$ cat src/logic/adcdm_pkg.sv
// adcdm_pkg: shared constants for the demultiplexed converter output timing
// assumes both ends run on one core_clk standing in for the sample clock
package adcdm_pkg;
  localparam int          SAMPLE_W       = 10;
  localparam int          LAT_INTERLEAVE = 6;
  localparam int          LAT_PARALLEL_A = 7;
  localparam int          PIPE_DEPTH     = 8;
  localparam int          BUF_DEPTH      = 2;
  localparam logic [9:0]  MIDSCALE_BIN   = 10'h200;
  localparam logic [9:0]  MIDSCALE_TWOS  = 10'h000;
  localparam logic [9:0]  FULL_SCALE     = 10'h3ff;
  localparam logic [9:0]  MSB_FLIP       = 10'h200;
  localparam real         CLK_PERIOD_NS  = 40.0;
  localparam real         MIN_RATE_MSPS  = 100.0;
  localparam real         MAX_HIGH_NS    = 5.0;
  localparam int          MAX_HIGH_CYC   = 1;
endpackage

$ cat src/logic/adcdm_if.sv
// adcdm_if: pins between the converter output stage and capture logic
// assumes one shared clock; no tristate pins
`timescale 1ns/1ps
interface adcdm_if;
  logic       half_rate_output_clock;
  logic       half_rate_output_clock_n;
  logic [9:0] bus_a;
  logic       ovr_a;
  logic [9:0] bus_b;
  logic       ovr_b;
  logic       sample_alignment_input;
  modport dev (
    output half_rate_output_clock,
    output half_rate_output_clock_n,
    output bus_a,
    output ovr_a,
    output bus_b,
    output ovr_b,
    input  sample_alignment_input
  );
  modport cap (
    input  half_rate_output_clock,
    input  half_rate_output_clock_n,
    input  bus_a,
    input  ovr_a,
    input  bus_b,
    input  ovr_b,
    output sample_alignment_input
  );
endinterface

$ cat src/logic/adcdm_device.sv
// adcdm_device: converter output stage, demux to two buses at half rate
// assumes raw codes arrive one per core_clk, synchronous; core_clk is the sample clock
//
// Functional notes
// - output clock is sample clock halved, complementary
// - interleaved latency is six cycles
// - parallel mode delays bus a to seven
// - alignment high freezes buses and clock
// - alignment fall: sample at edge N to b
// - sample N+1 goes to bus a
// - other converter's clock may drive alignment
// - source keeps sample rate at least 100 MSPS; the testbench clock runs at 25 MSPS
// - capture may latch one bus to decimate
// - slow clocks keep high phase under 5 ns; the testbench clock stays high for 20 ns
// - offset binary or twos complement, overrange flag
`timescale 1ns/1ps
module adcdm_device (
  input  wire logic       core_clk,
  input  wire logic       reset,
  input  wire logic [9:0] raw_code,
  input  wire logic       raw_over,
  input  wire logic       raw_under,
  input  wire logic       output_format_select,
  input  wire logic       parallel_mode,
  adcdm_if.dev            link
);
  // -----------------------------------------------------------------
  // coding
  // -----------------------------------------------------------------
  logic [9:0] clipped;
  logic [9:0] coded;
  logic       ovr_now;
  assign clipped = raw_under ? 10'h000 : (raw_over ? adcdm_pkg::FULL_SCALE : raw_code);
  // twos complement is offset binary with the msb flipped
  assign coded   = output_format_select ? (clipped ^ adcdm_pkg::MSB_FLIP) : clipped;
  assign ovr_now = raw_over | raw_under;

  // -----------------------------------------------------------------
  // pipeline and phase
  // -----------------------------------------------------------------
  logic [10:0] pipe [adcdm_pkg::PIPE_DEPTH];
  logic        phase;
  logic        sync_d;
  logic        hold;
  logic        next_phase;
  logic        tap_a_en;
  logic        tap_b_en;
  logic        clk_rise;
  logic        clk_fall;
  logic [10:0] tap6;
  logic [10:0] tap7;
  logic        clk_out;
  logic        clk_out_n;

  assign hold = link.sample_alignment_input;
  // after a release, the first edge is sample n, bound for bus b
  assign next_phase = (sync_d & ~hold) ? 1'b0 : ~phase;
  // pipe[k] holds the sample taken k+1 edges back; the bus flop adds the last edge
  assign tap6 = pipe[adcdm_pkg::LAT_INTERLEAVE - 1];
  assign tap7 = pipe[adcdm_pkg::LAT_PARALLEL_A - 1];
  // buses follow the output clock itself: stale words left in a frozen pipe
  // never move off an edge when a release restarts the phase
  assign clk_rise = ~next_phase & ~clk_out;
  assign clk_fall = next_phase & clk_out;
  assign tap_b_en = clk_rise;
  // parallel mode: bus a moves on the rising clock with bus b, one cycle later
  assign tap_a_en = parallel_mode ? clk_rise : clk_fall;

  always_ff @(posedge core_clk) begin
    if (reset) begin
      phase  <= 1'b1;
      sync_d <= 1'b0;
    end else begin
      sync_d <= hold;
      if (!hold) begin
        phase <= next_phase;
      end
    end
  end

  genvar gi;
  generate
    for (gi = 0; gi < adcdm_pkg::PIPE_DEPTH; gi++) begin : g_pipe
      if (gi == 0) begin : g_head
        always_ff @(posedge core_clk) begin
          if (reset) begin
            pipe[gi] <= 11'h000;
          end else if (!hold) begin // sampling stops while aligning
            pipe[gi] <= {ovr_now, coded};
          end
        end
      end else begin : g_tail
        always_ff @(posedge core_clk) begin
          if (reset) begin
            pipe[gi] <= 11'h000;
          end else if (!hold) begin
            pipe[gi] <= pipe[gi-1];
          end
        end
      end
    end
  endgenerate

  // -----------------------------------------------------------------
  // outputs
  // -----------------------------------------------------------------
  logic [9:0]  a_word;
  logic        a_ovr;
  logic [9:0]  b_word;
  logic        b_ovr;
  logic [10:0] a_src;
  assign a_src = parallel_mode ? tap7 : tap6;

  always_ff @(posedge core_clk) begin
    if (reset) begin
      clk_out   <= 1'b0;
      clk_out_n <= 1'b1;
    end else if (!hold) begin
      clk_out   <= ~next_phase; // divide by two, realigned on sync
      clk_out_n <= next_phase;  // own flop keeps the pair free of gate skew
    end
  end

  always_ff @(posedge core_clk) begin
    if (reset) begin
      b_word <= adcdm_pkg::MIDSCALE_BIN;
      b_ovr  <= 1'b0;
    end else if (!hold && tap_b_en) begin
      {b_ovr, b_word} <= tap6; // six cycles
    end
  end

  always_ff @(posedge core_clk) begin
    if (reset) begin
      a_word <= adcdm_pkg::MIDSCALE_BIN;
      a_ovr  <= 1'b0;
    end else if (!hold && tap_a_en) begin
      {a_ovr, a_word} <= a_src; // six or seven cycles
    end
  end

  assign link.half_rate_output_clock   = clk_out;
  assign link.half_rate_output_clock_n = clk_out_n;
  assign link.bus_a = a_word;
  assign link.ovr_a = a_ovr;
  assign link.bus_b = b_word;
  assign link.ovr_b = b_ovr;
endmodule

$ cat src/flat_wrapper.sv
// flat-port wrapper written by rule: the top's interface ports become plain ports
module adcdm_device_flat 
  (core_clk, reset, raw_code, raw_over, raw_under, output_format_select, parallel_mode, link_half_rate_output_clock, link_half_rate_output_clock_n, link_bus_a, link_ovr_a, link_bus_b, link_ovr_b, link_sample_alignment_input);
  adcdm_if link_i ();
  input  wire logic core_clk;
  input  wire logic reset;
  input  wire logic [9:0] raw_code;
  input  wire logic raw_over;
  input  wire logic raw_under;
  input  wire logic output_format_select;
  input  wire logic parallel_mode;
  output wire logic [$bits(link_i.half_rate_output_clock)-1:0] link_half_rate_output_clock;
  output wire logic [$bits(link_i.half_rate_output_clock_n)-1:0] link_half_rate_output_clock_n;
  output wire logic [$bits(link_i.bus_a)-1:0] link_bus_a;
  output wire logic [$bits(link_i.ovr_a)-1:0] link_ovr_a;
  output wire logic [$bits(link_i.bus_b)-1:0] link_bus_b;
  output wire logic [$bits(link_i.ovr_b)-1:0] link_ovr_b;
  input wire logic [$bits(link_i.sample_alignment_input)-1:0] link_sample_alignment_input;
  assign link_half_rate_output_clock = link_i.half_rate_output_clock;
  assign link_half_rate_output_clock_n = link_i.half_rate_output_clock_n;
  assign link_bus_a = link_i.bus_a;
  assign link_ovr_a = link_i.ovr_a;
  assign link_bus_b = link_i.bus_b;
  assign link_ovr_b = link_i.ovr_b;
  assign link_i.sample_alignment_input = link_sample_alignment_input;
  adcdm_device u_core (.core_clk(core_clk), .reset(reset), .raw_code(raw_code), .raw_over(raw_over), .raw_under(raw_under), .output_format_select(output_format_select), .parallel_mode(parallel_mode), .link(link_i));
endmodule
$ cat config.mk
export PLATFORM = sky130hd
export DESIGN_NAME = adcdm_device_flat
export DESIGN_NICKNAME = d
export VERILOG_FILES = /design/src/logic/adcdm_pkg.sv /design/src/logic/adcdm_if.sv /design/src/logic/adcdm_device.sv /design/src/flat_wrapper.sv
export SDC_FILE = /design/constraint.sdc
export NUM_CORES = 1
export LEC_CHECK = 0
export BUFFER_PORTS_ARGS = -buffer_cell sky130_fd_sc_hd__buf_4
export CAP_MARGIN = 15
export CORE_MARGIN = 1
export CORE_UTILIZATION = 52
export DETAILED_ROUTE_END_ITERATION = 7
export GPL_TIMING_DRIVEN = 1
export PLACE_DENSITY = 0.72
export SLEW_MARGIN = 20
export SYNTH_ARGS = -nofsm -noshare
export SYNTH_HDL_FRONTEND = slang
export SYNTH_SLANG_ARGS = --single-unit
$ cat constraint.sdc
create_clock -name core_clk -period 3.6 [get_ports core_clk]
set_input_delay 0.72 -clock core_clk [delete_from_list [all_inputs] [get_ports core_clk]]
set_output_delay 0.72 -clock core_clk [all_outputs]
set_load 0.02 [all_outputs]
# [After elaboration in Yosys (flattened, before gate mapping)]
# Memories as Yosys holds them, arrays and structs flattened.
# Cells that the tools add are included.
[word_totals] ff_bits=25 mem_bits_rw=88 out_inout_bits=24 memories=1
[mem_list] name="u_core.pipe" words=8 width=11 rd=7 rd_clocked_by_memory_dff=0 write_ports=8 line_no="adcdm_device.sv:41" text="logic [10:0] pipe [adcdm_pkg::PIPE_DEPTH];"
[classes] mux=19 bitwise_logic=17 reduce_logical=3
[op_table] cell="two-way mux 11 bit" n=9
[op_table] cell="two-way mux 10 bit" n=3
[op_table] cell="bitwise OR 1 bit" n=9
[op_table] cell="two-way mux 1 bit" n=7
[op_table] cell="NOT 1 bit" n=5
[op_table] cell="AND 1 bit" n=3
[op_table] cell="logical AND 1 bit" n=2
[op_table] cell="zero test 1 bit" n=1

# [Longest topological paths before layout]
# Gate-level depths: netlist (run 1).
[depth] word_depth=7 mapped_depth=6

# [Worst setup path after synthesis (run 1)]
# OpenSTA, ideal clock, no wires.
[synth_path] kind="input port to flip-flop" start="in link_sample_alignment_input" end="mem u_core.pipe[0][0] (enable)" setup_time_ps=431 arrival_time_ps=2728 setup_slack_ps=441 path_stages=4 n_path_buf=2 path_cell_list="clkbuf_1 clkbuf_1 nor2b_1 inv_1"
[synth_rtl] element="from (decl)" line_no="flat_wrapper.sv:18" text="input wire logic [$bits(link_i.sample_alignment_input)-1:0] link_sample_alignment_input;"
[synth_rtl] element="to (decl)" line_no="adcdm_device.sv:41"

==> flow_summary.toml, run 1 <==
[synth]
yosys.cell_types.count = 25
ys_ff_latch = 102
syn-cell-area_mm2 = 0.00395
yosys.cell_count.top_type = "edfxtp_1"
yosys-top-cells-count = "77 x edfxtp_1, 66 x and2_1, 25 x dfxtp_1, 22 x nand2_1, 20 x a21oi_1"
synth_warnings = 0
synthArstFlopShare = 0
syn_nets = 312
ys.flop_type = "edfxtp_1"
synth-seq-area-share = 0.711
synth_top_cell_by_area = "edfxtp_1"
syn_inst = 295
synth_edf_count = 77
yosysTopAreaCellShare = 0.585
netlist_top_cells_area = "edfxtp_1 58%, dfxtp_1 13%, and2_1 10%"
avgSynthCellArea_um2 = 13.4

[global_routing]
antenna_found_initial = 0
grt_use_met1 = 0.170
grt_pass1_vias = 2007
use_met3 = 0.0637
overflow = 0
grt_pass1_wl_um = 8890
grt_max_degree = 78
met2_usage = 0.269
top_usage_layer = "met2"
grt_use_total = 0.154

[critical_path]
required_ps = 3830
worstReg2RegStart = "u_core.link.half_rate_output_clock_n$_SDFFE_PP1N_"
end_kind = "register"
crit_type = "in2reg"
start_kind = "input pin"
r2r_end = "u_core.link.bus_a[9]$_SDFFE_PP1P_"
crit_arrival_ps = 1940
r2r_slack_ps = 1980
crit_fanout = 45
reg2regPathDepth = 4

[power]
vdd_drop_max_uv = 339
fin_total_pwr_mw = 2.16
power.density_mw_per_mm2 = 480
p_leak_nw = 1.75

[worst_hold_path]
whs_endpoint = "u_core.link.bus_b[1]$_SDFFE_PP0P_"
min-delay-path-class = "reg2reg"
whs_path_depth = 2
min_from = "u_core.link.bus_b[1]$_SDFFE_PP0P_"

[clock_network]
cts_hold_buf = 0
clock-sinks = 102
cts.htree.levels = 3
cts_tree = "done"
worstSkewPairLatency_ps = 360
clk_pin_slew_ps = 80
postCtsSetupBuffers = 0
post_cts_resized = 0
cts.path.max_buffers = 2
cts_inserted_buffers = 9
clk_root_buffer_cell = "clkbuf_8"

[route]
vias = 2143
drt_iter0_markers = 151
wl_um = 5450
drcViolationCount = 0
wl_per_cell_um = 12.6
via_per_inst = 4.95
drt_pass1_iterations = 4
detail-route-antenna-nets = 0

[sta]
final-setup-viol-count = 0
worstMarginPinSlew_ps = 702
slew_headroom = 0.532
period_share = 0.476
totalNegativeSetupSlack_ps = 0
skew_ps = 9.88
maxSlewViolCount = 0
hold_violations = 0
max_freq_mhz = 584
rsz0062_at_grt = "no"
period_needed_ps = 1710

[placed_design]
portBuffers = 40
placed_cells = 417
gp_congestion = 0.724
dpl.hpwl_um = 3330

[die]
rows = 31
io_pins = 41
core_mm2 = 0.00729
dieArea_mm2 = 0.00796
start_util = 0.542
die_w_um = 89.2
die_h_um = 89.2

[final_layout]
syn2layout_area_growth_pct = 14.1
fillers = 611
multiInputGateArea_mm2 = 0.00105
fin_cells = 433
diodes = 0
seq_area_mm2 = 0.00281
final_nets = 346
fin_util = 0.619
drive_gt1_frac = 0.183

[outcome]
status = "finished clean"

[job]
max_cap_violations = 0
==> worst max path at each step <==
stage	start	endpoint	slack [ps]	depth (start not counted)
after global placement	reset	u_core.pipe[0][19]$_SDFFCE_PN0P_	1540	4
after detailed placement	reset	u_core.pipe[2][1]$_SDFFCE_PN0P_	1480	4
after global routing	reset	u_core.pipe[0][20]$_SDFFCE_PN0P_	1760	4
after CTS	u_core.link.half_rate_output_clock_n$_SDFFE_PP1N_	link_half_rate_output_clock_n	1860	1
after floorplan	link_sample_alignment_input	u_core.pipe[0][0]$_SDFFCE_PP0P_	440	4
final	link_sample_alignment_input	u_core.pipe[0][20]$_SDFFCE_PN0P_	1890	4
==> routing by layer <==
layer / part of all wire / routed length [µm]
met1: 0.46 / 2510
met4: 0.0055 / 30
met2: 0.49 / 2680
met3: 0.043 / 237
met5: 0 / 0
==> flip-flops by register name, indices dropped and copies added, names as in the netlist <==
name and cells:
u_core.link.bus_a 10, u_core.link.bus_b 10, u_core.link.half_rate_output_clock 1, u_core.link.half_rate_output_clock_n 1, u_core.link.ovr_a 1, u_core.link.ovr_b 1
u_core.pipe 77, u_core.sync_d 1
==> metrics by stage <==
stage	area, µm²	hold WS, ps	setup slack (ps)
finish	4510	457	1890
global route	4510	481	1760
CTS	4510	460	1860
detailed placement	4330	448	1480
global placement	4330	444	1540
floorplan	3950	466	441
==> power breakdown <==
group          internal (mW)  switching [mW]  leakage [nW]
clock                  0.295           0.361        0.0934
combinational         0.0625          0.0887         0.604
sequential              1.33          0.0234          1.05
total                   1.69           0.473          1.75
==> critical path: stages <==
cell,delay (ps)
buf_4,200
nor2_2,590
buf_12,260
and2_1,150
==> area by class of cell <==
type | count | area share
repair buffers | 43 | 0.0771
clock buffers | 13 | 0.0355
multi-input cells | 172 | 0.232
well taps | 99 | 0.0275
inverters | 1 | 0.000832
clock inverters | 3 | 0.00388
flip-flops and latches | 102 | 0.623
==> kinds of logic after synthesis <==
kind of cell | Yosys count | synth area share
AND/OR/NAND/NOR | 117 | 0.170
flip-flops | 102 | 0.711
AO/OA/AOI/OAI | 43 | 0.0642
buffers and inverters | 21 | 0.0247
multiplexers | 11 | 0.0278
XOR/XNOR | 1 | 0.00222
==> placed cells by master (no fill, tap or decap), drive strengths merged <==
master / n
a211o: 1
a211oi: 1
a21oi: 20
a22oi: 1
and2: 66
buf: 43
clkbuf: 13
clkinv: 1
dfxtp: 25
edfxtp: 77
inv: 3
mux2i: 11
nand2: 22
nand3b: 1
nor2: 7
nor2b: 4
nor3: 5
o21a: 10
o21ai: 10
or2: 1
or3: 11
xnor2: 1
No activity file was read; power rests on OpenSTA's default activity.
==> run 2: changes to the inputs <==
- ABC_AREA: unset -> 1
- clock period: 3.6 -> 1.7 ns (I/O delays scaled with it)
==> run 2 against run 1 <==
  * Combinational power increased to 3.2 times the previous value
  * Sequential cell count unchanged
  * Synthesized area increased by 4.8%
==> flow_summary.toml, run 2 <==
[global_routing]
grt_use_total = 0.162
grt_max_degree = 79
grt_pass1_wl_um = 10400
grt_pass1_vias = 2285
antenna_found_initial = 0
overflow = 0

[sta]
maxSlewViolCount = 0
skew_ps = 8.21
worstMarginPinSlew_ps = 411
max_freq_mhz = 737
holdWs_ps = 259
slew_headroom = 0.726
period_share = 0.798
totalNegativeSetupSlack_ps = 0
period_needed_ps = 1360
final-setup-viol-count = 0
rsz0062_at_grt = "no"
setup_slack_ps = 344
hold_violations = 0

[power]
swShare = 0.247
clkPwrFrac = 0.316
p_int_mw = 3.71
fin_total_pwr_mw = 4.93
p_sw_mw = 1.22
power.density_mw_per_mm2 = 1040
vdd_drop_max_uv = 518
seqPwrFrac = 0.587
combPwrFrac = 0.097
p_leak_nw = 1.97

[worst_hold_path]
whs_path_depth = 2
min_from = "reset"
whs_endpoint = "u_core.link.bus_b[8]$_SDFFE_PP0P_"
min-delay-path-class = "in2reg"

[final_layout]
mostFrequentLayoutCell = "nor2_1"
fin_cells = 539
seq_area_mm2 = 0.00281
final_nets = 449
drive_gt1_frac = 0.222
diodes = 0
fin_util = 0.615
fin_area_mm2 = 0.00475
largest_register = "u_core.pipe"
fillers = 634
largest_register_ffs = 77
multiInputGateArea_um2 = 948
syn2layout_area_growth_pct = 14.6
mostFrequentLayoutCells = "99 x nor2_1, 77 x edfxtp_1, 70 x inv_1"

[clock_network]
postCtsSetupBuffers = 0
clk_root_buffer_cell = "clkbuf_8"
cts_tree = "done"
clock-sinks = 102
cts_hold_buf = 0
worstSkewPairLatency_ps = 370
cts.path.max_buffers = 2
cts.htree.levels = 3
clk_pin_slew_ps = 100
cts_inserted_buffers = 9
post_cts_resized = 0

[die]
dieArea_mm2 = 0.00833
start_util = 0.536
core_mm2 = 0.00773
die_w_um = 91.3
die_h_um = 91.3
rows = 32
io_pins = 41

[critical_path]
r2r_slack_ps = 340
required_ps = 2000
path_common_cell = "nand2_4"
crit_arrival_ps = 1650
worstReg2RegStart = "u_core.sync_d$_SDFF_PP0_"
start_kind = "register"
crit_fanout = 13
end_kind = "register"
reg2regPathDepth = 6
worstPathCellList = "nand2_4, nand2_4, nand3_2, inv_2, nand2_1, a21oi_1"
max_stage_delay_ps = 380
slowest_stage = "dfxtp_1"
r2r_end = "u_core.link.bus_b[5]$_SDFFE_PP0P_"
crit_type = "reg2reg"

[outcome]
status = "finished clean"

[synth]
avgSynthCellArea_um2 = 10.5
yosys-top-cells-count = "99 x nor2_1, 77 x edfxtp_1, 70 x inv_1, 36 x nand2_1, 25 x dfxtp_1"
synth_top_cell_by_area = "edfxtp_1"
yosys.cell_types.count = 24
yosys.cell_count.top_type = "nor2_1"
ys_ff_latch = 102
syn-cell-area_mm2 = 0.00414
synth-seq-area-share = 0.679
synthArstFlopShare = 0
synth_edf_count = 77
syn_nets = 411
ys.flop_type = "edfxtp_1"
netlist_top_cells_area = "edfxtp_1 56%, dfxtp_1 12%, nor2_1 9.0%"
syn_inst = 394
synth_warnings = 0
yosysTopAreaCellShare = 0.558

[placed_design]
portBuffers = 40
gp_congestion = 0.723
dp_slack_ps = 120
placed_cell_area_mm2 = 0.00455
placed_cells = 523
dpl.hpwl_um = 3860

[route]
wl_per_cell_um = 11.4
drcViolationCount = 0
vias = 2541
detail-route-antenna-nets = 0
via_per_inst = 4.71
drt_iter0_markers = 140
drt_pass1_iterations = 4
wl_um = 6150

[job]
max_cap_violations = 0
-- run 2: cell count changes in the layout (fill, tap and decap cells not counted), sizes merged, moves of 4 or more --
| cell | change |
|---|---|
| a21oi | +11 |
| nor3 | -5 |
| mux2i | -11 |
| o21ai | -6 |
| nor2b | -4 |
| o21a | -10 |
| nor2 | +101 |
| and2 | -66 |
| or3 | -11 |
| nand2 | +17 |
| inv | +76 |
| clkbuf | -4 |
| nand3 | +14 |
-- run 2: worst max path at each step --
stage                                 from                                 to  slack [ps]  cells past startpoint
2_1_floorplan  link_sample_alignment_input    u_core.pipe[0][0]$_SDFFCE_PP0P_         310                      3
3_3_place_gp   link_sample_alignment_input  u_core.link.bus_b[7]$_SDFFE_PP0P_         180                      8
3_5_place_dp   link_sample_alignment_input  u_core.link.bus_b[6]$_SDFFE_PP0P_         120                      8
4_1_cts           u_core.sync_d$_SDFF_PP0_  u_core.link.bus_b[5]$_SDFFE_PP0P_         360                      6
5_1_grt           u_core.sync_d$_SDFF_PP0_  u_core.link.bus_b[5]$_SDFFE_PP0P_         300                      6
6_report          u_core.sync_d$_SDFF_PP0_  u_core.link.bus_b[5]$_SDFFE_PP0P_         340                      6
-- run 2: worst max-delay path, delay by kind of cell, from the launching register on --
kind	cells	cell delay (ps)
AO/OA/AOI/OAI	1	140
buffers and inverters	1	260
flip-flops	1	380
AND/OR/NAND/NOR	4	510
-- run 2: power by group through the flow --
stage	Sequential (mW)	Clock [mW]	Combinational, mW
floorplan	2.98	0	0.292
global placement	2.95	0	0.475
detailed placement	2.95	0	0.487
CTS	2.89	1.60	0.488
global route	2.91	1.69	0.542
finish	2.89	1.56	0.481
-- run 2: area by class of cell --
cell class,instances,area share
clock buffers,9,0.0261
clock inverters,7,0.0166
inverters,76,0.0611
multi-input cells,199,0.200
flip-flops and latches,102,0.592
well taps,102,0.0269
repair buffers,44,0.0774
-- run 2: logic make-up (layout without fill, tap and decap cells) --
kind of cell	count (synthesis)	after routing	synth area share
buffers and inverters	93	136	0.0921
flip-flops	102	102	0.679
AND/OR/NAND/NOR	162	162	0.175
AO/OA/AOI/OAI	37	37	0.0541
-- run 2: layer usage --
metal	global-route usage	up-vias	routed length [µm]
li1	-	1309	-
met1	0.193	1179	2770
met2	0.273	40	3050
met3	0.0436	13	207
met4	0.0794	0	126
met5	0	-	0
==> run 3: changes to the inputs <==
- PLACE_DENSITY: 0.72 -> 0.74
- clock period: 1.7 -> 1.12 ns (I/O delays scaled with it)
==> run 3 against run 2 <==
  * The flow now finishes with violations (DRC, setup timing)
  * Clock power up 56%
  * Critical path type unchanged
  * Non-clock buffer count up 14
  * Sequential cell count unchanged
==> flow_summary.toml, run 3 (synthesized netlist as in run 2, its figures left out) <==
[clock_network]
cts.htree.levels = 3
cts_hold_buf = 0
clk_root_buffer_cell = "clkbuf_8"
clock-sinks = 102
cts_inserted_buffers = 9
clk_pin_slew_ps = 100
cts.path.max_buffers = 2
worstSkewPairLatency_ps = 360
cts_tree = "done"

[critical_path]
worstPathCellList = "nand2_4, nand2_4, nand3_4, nand2_8, clkbuf_16, nand3_2, nand2_1, nor2_2"
crit_arrival_ps = 1420
worstReg2RegStart = "u_core.sync_d$_SDFF_PP0_"
path_common_cell = "nand2_4"
critPathTopFamily = "simple AND/OR/NAND/NOR gates"
worstSetupStartpoint = "u_core.sync_d$_SDFF_PP0_"
crit_fanout = 6
crit_buf_inv = 1
end_kind = "register"
crit_type = "reg2reg"
required_ps = 1370
slowest_stage = "dfxtp_2"
max_stage_delay_ps = 350
start_kind = "register"

[global_routing]
top_usage_layer = "met2"
grt_use_met1 = 0.192
grt_use_total = 0.162
met2_usage = 0.285
grt_max_degree = 79
overflow = 0
grt_pass1_vias = 2405
grt_pass1_wl_um = 10600
antenna_found_initial = 0
use_met3 = 0.0452

[placed_design]
gp_congestion = 0.735
placed_cell_area_mm2 = 0.00469
portBuffers = 40
placed_cells = 534
dpl.hpwl_um = 3980

[final_layout]
largest_register = "u_core.pipe"
final_nets = 463
mostFrequentLayoutCell = "nor2_1"
fillers = 599
syn2layout_area_growth_pct = 21.9
largest_register_ffs = 77
diodes = 0
fin_cells = 553
mostFrequentLayoutCells = "99 x nor2_1, 77 x edfxtp_1, 70 x inv_1"
fin_area_mm2 = 0.00505
drive_gt1_frac = 0.293

[sta]
skew_ps = 6.49
slew_headroom = 0.735
rsz0062_at_grt = "yes"
max_freq_mhz = 858
hold_violations = 0
setup_slack_ps = -45.7
totalNegativeSetupSlack_ps = -66.6
final-setup-viol-count = 2
worstMarginPinSlew_ps = 397
maxSlewViolCount = 0
holdWs_ps = 161
period_share = 1.04
period_needed_ps = 1170

[die]
rows = 32
io_pins = 41
core_mm2 = 0.00773
die_w_um = 91.3
start_util = 0.536
dieArea_mm2 = 0.00833
die_h_um = 91.3

[route]
drcViolationCount = 1
drt_pass1_iterations = 6
wl_per_cell_um = 11.8
via_per_inst = 4.63
vias = 2561
wl_um = 6540
drt_iter0_markers = 98
detail-route-antenna-nets = 0

[power]
vdd_drop_max_uv = 747
p_leak_nw = 2.09
fin_total_pwr_mw = 7.73
power.density_mw_per_mm2 = 1530

[outcome]
status = "complete, but fails checks"
violations = "DRC, setup timing"

[job]
max_cap_violations = 0

[worst_hold_path]
min_from = "raw_code[0]"
min-delay-path-class = "in2reg"
-- run 3: tightest hold or removal path, delay by kind of cell --
| family | cells | cell delay, ps |
|---|---|---|
| AND/OR/NAND/NOR | 2 | 110 |
| buffers and inverters | 1 | 80 |
-- run 3: stage by stage --
| step | util | setup slack [ps] |
|---|---|---|
| global placement | 0.607 | -128 |
| CTS | 0.635 | -2.17 |
| floorplan | - | 13.7 |
| global route | 0.653 | -108 |
| detailed placement | 0.607 | -147 |
| finish | 0.653 | -45.7 |
-- run 3: per-layer routing --
layer | wire length [µm] | part of all wire | vias up
li1 | - | - | 1333
met1 | 2830 | 0.43 | 1185
met4 | 72 | 0.011 | 0
met5 | 0 | 0 | -
met2 | 3460 | 0.53 | 38
met3 | 188 | 0.029 | 5
-- run 3: where the power goes --
group | switching [mW] | total [mW] | internal (mW) | leakage, nW
registers | 0.0936 | 4.40 | 4.31 | 1.06
clock network | 1.26 | 2.44 | 1.18 | 0.108
logic | 0.506 | 0.889 | 0.383 | 0.919
total | 1.86 | 7.73 | 5.87 | 2.09
-- run 3: layout make-up --
| cell class | instances | area, µm² | area share |
|---|---|---|---|
| flip-flops and latches | 102 | 2830 | 0.561 |
| clock buffers | 10 | 149 | 0.0295 |
| multi-input cells | 199 | 1000 | 0.199 |
| inverters | 76 | 319 | 0.0632 |
| clock inverters | 6 | 65.1 | 0.0129 |
| well taps | 102 | 128 | 0.0253 |
| repair buffers | 58 | 553 | 0.110 |
-- run 3: what timing repair did --
action                                  CTS  global route
gates resized for setup                   1            26
cloned                                    0             3
setup buffers                             0             0
pin swaps                                 0             4
endpoints found under the setup margin    2            29
-- run 3: path summary, 6_finish.rpt --
path,end,slack (ps),cells after the start
worst max-delay path,u_core.link.bus_a[4]$_SDFFE_PP0P_,-50,8
worst max register to register,u_core.link.bus_a[4]$_SDFFE_PP0P_,-50,8
worst min register to register,u_core.link.bus_b[6]$_SDFFE_PP0P_,470,2
worst min-delay path,u_core.pipe[0][0]$_SDFFCE_PP0P_,160,3
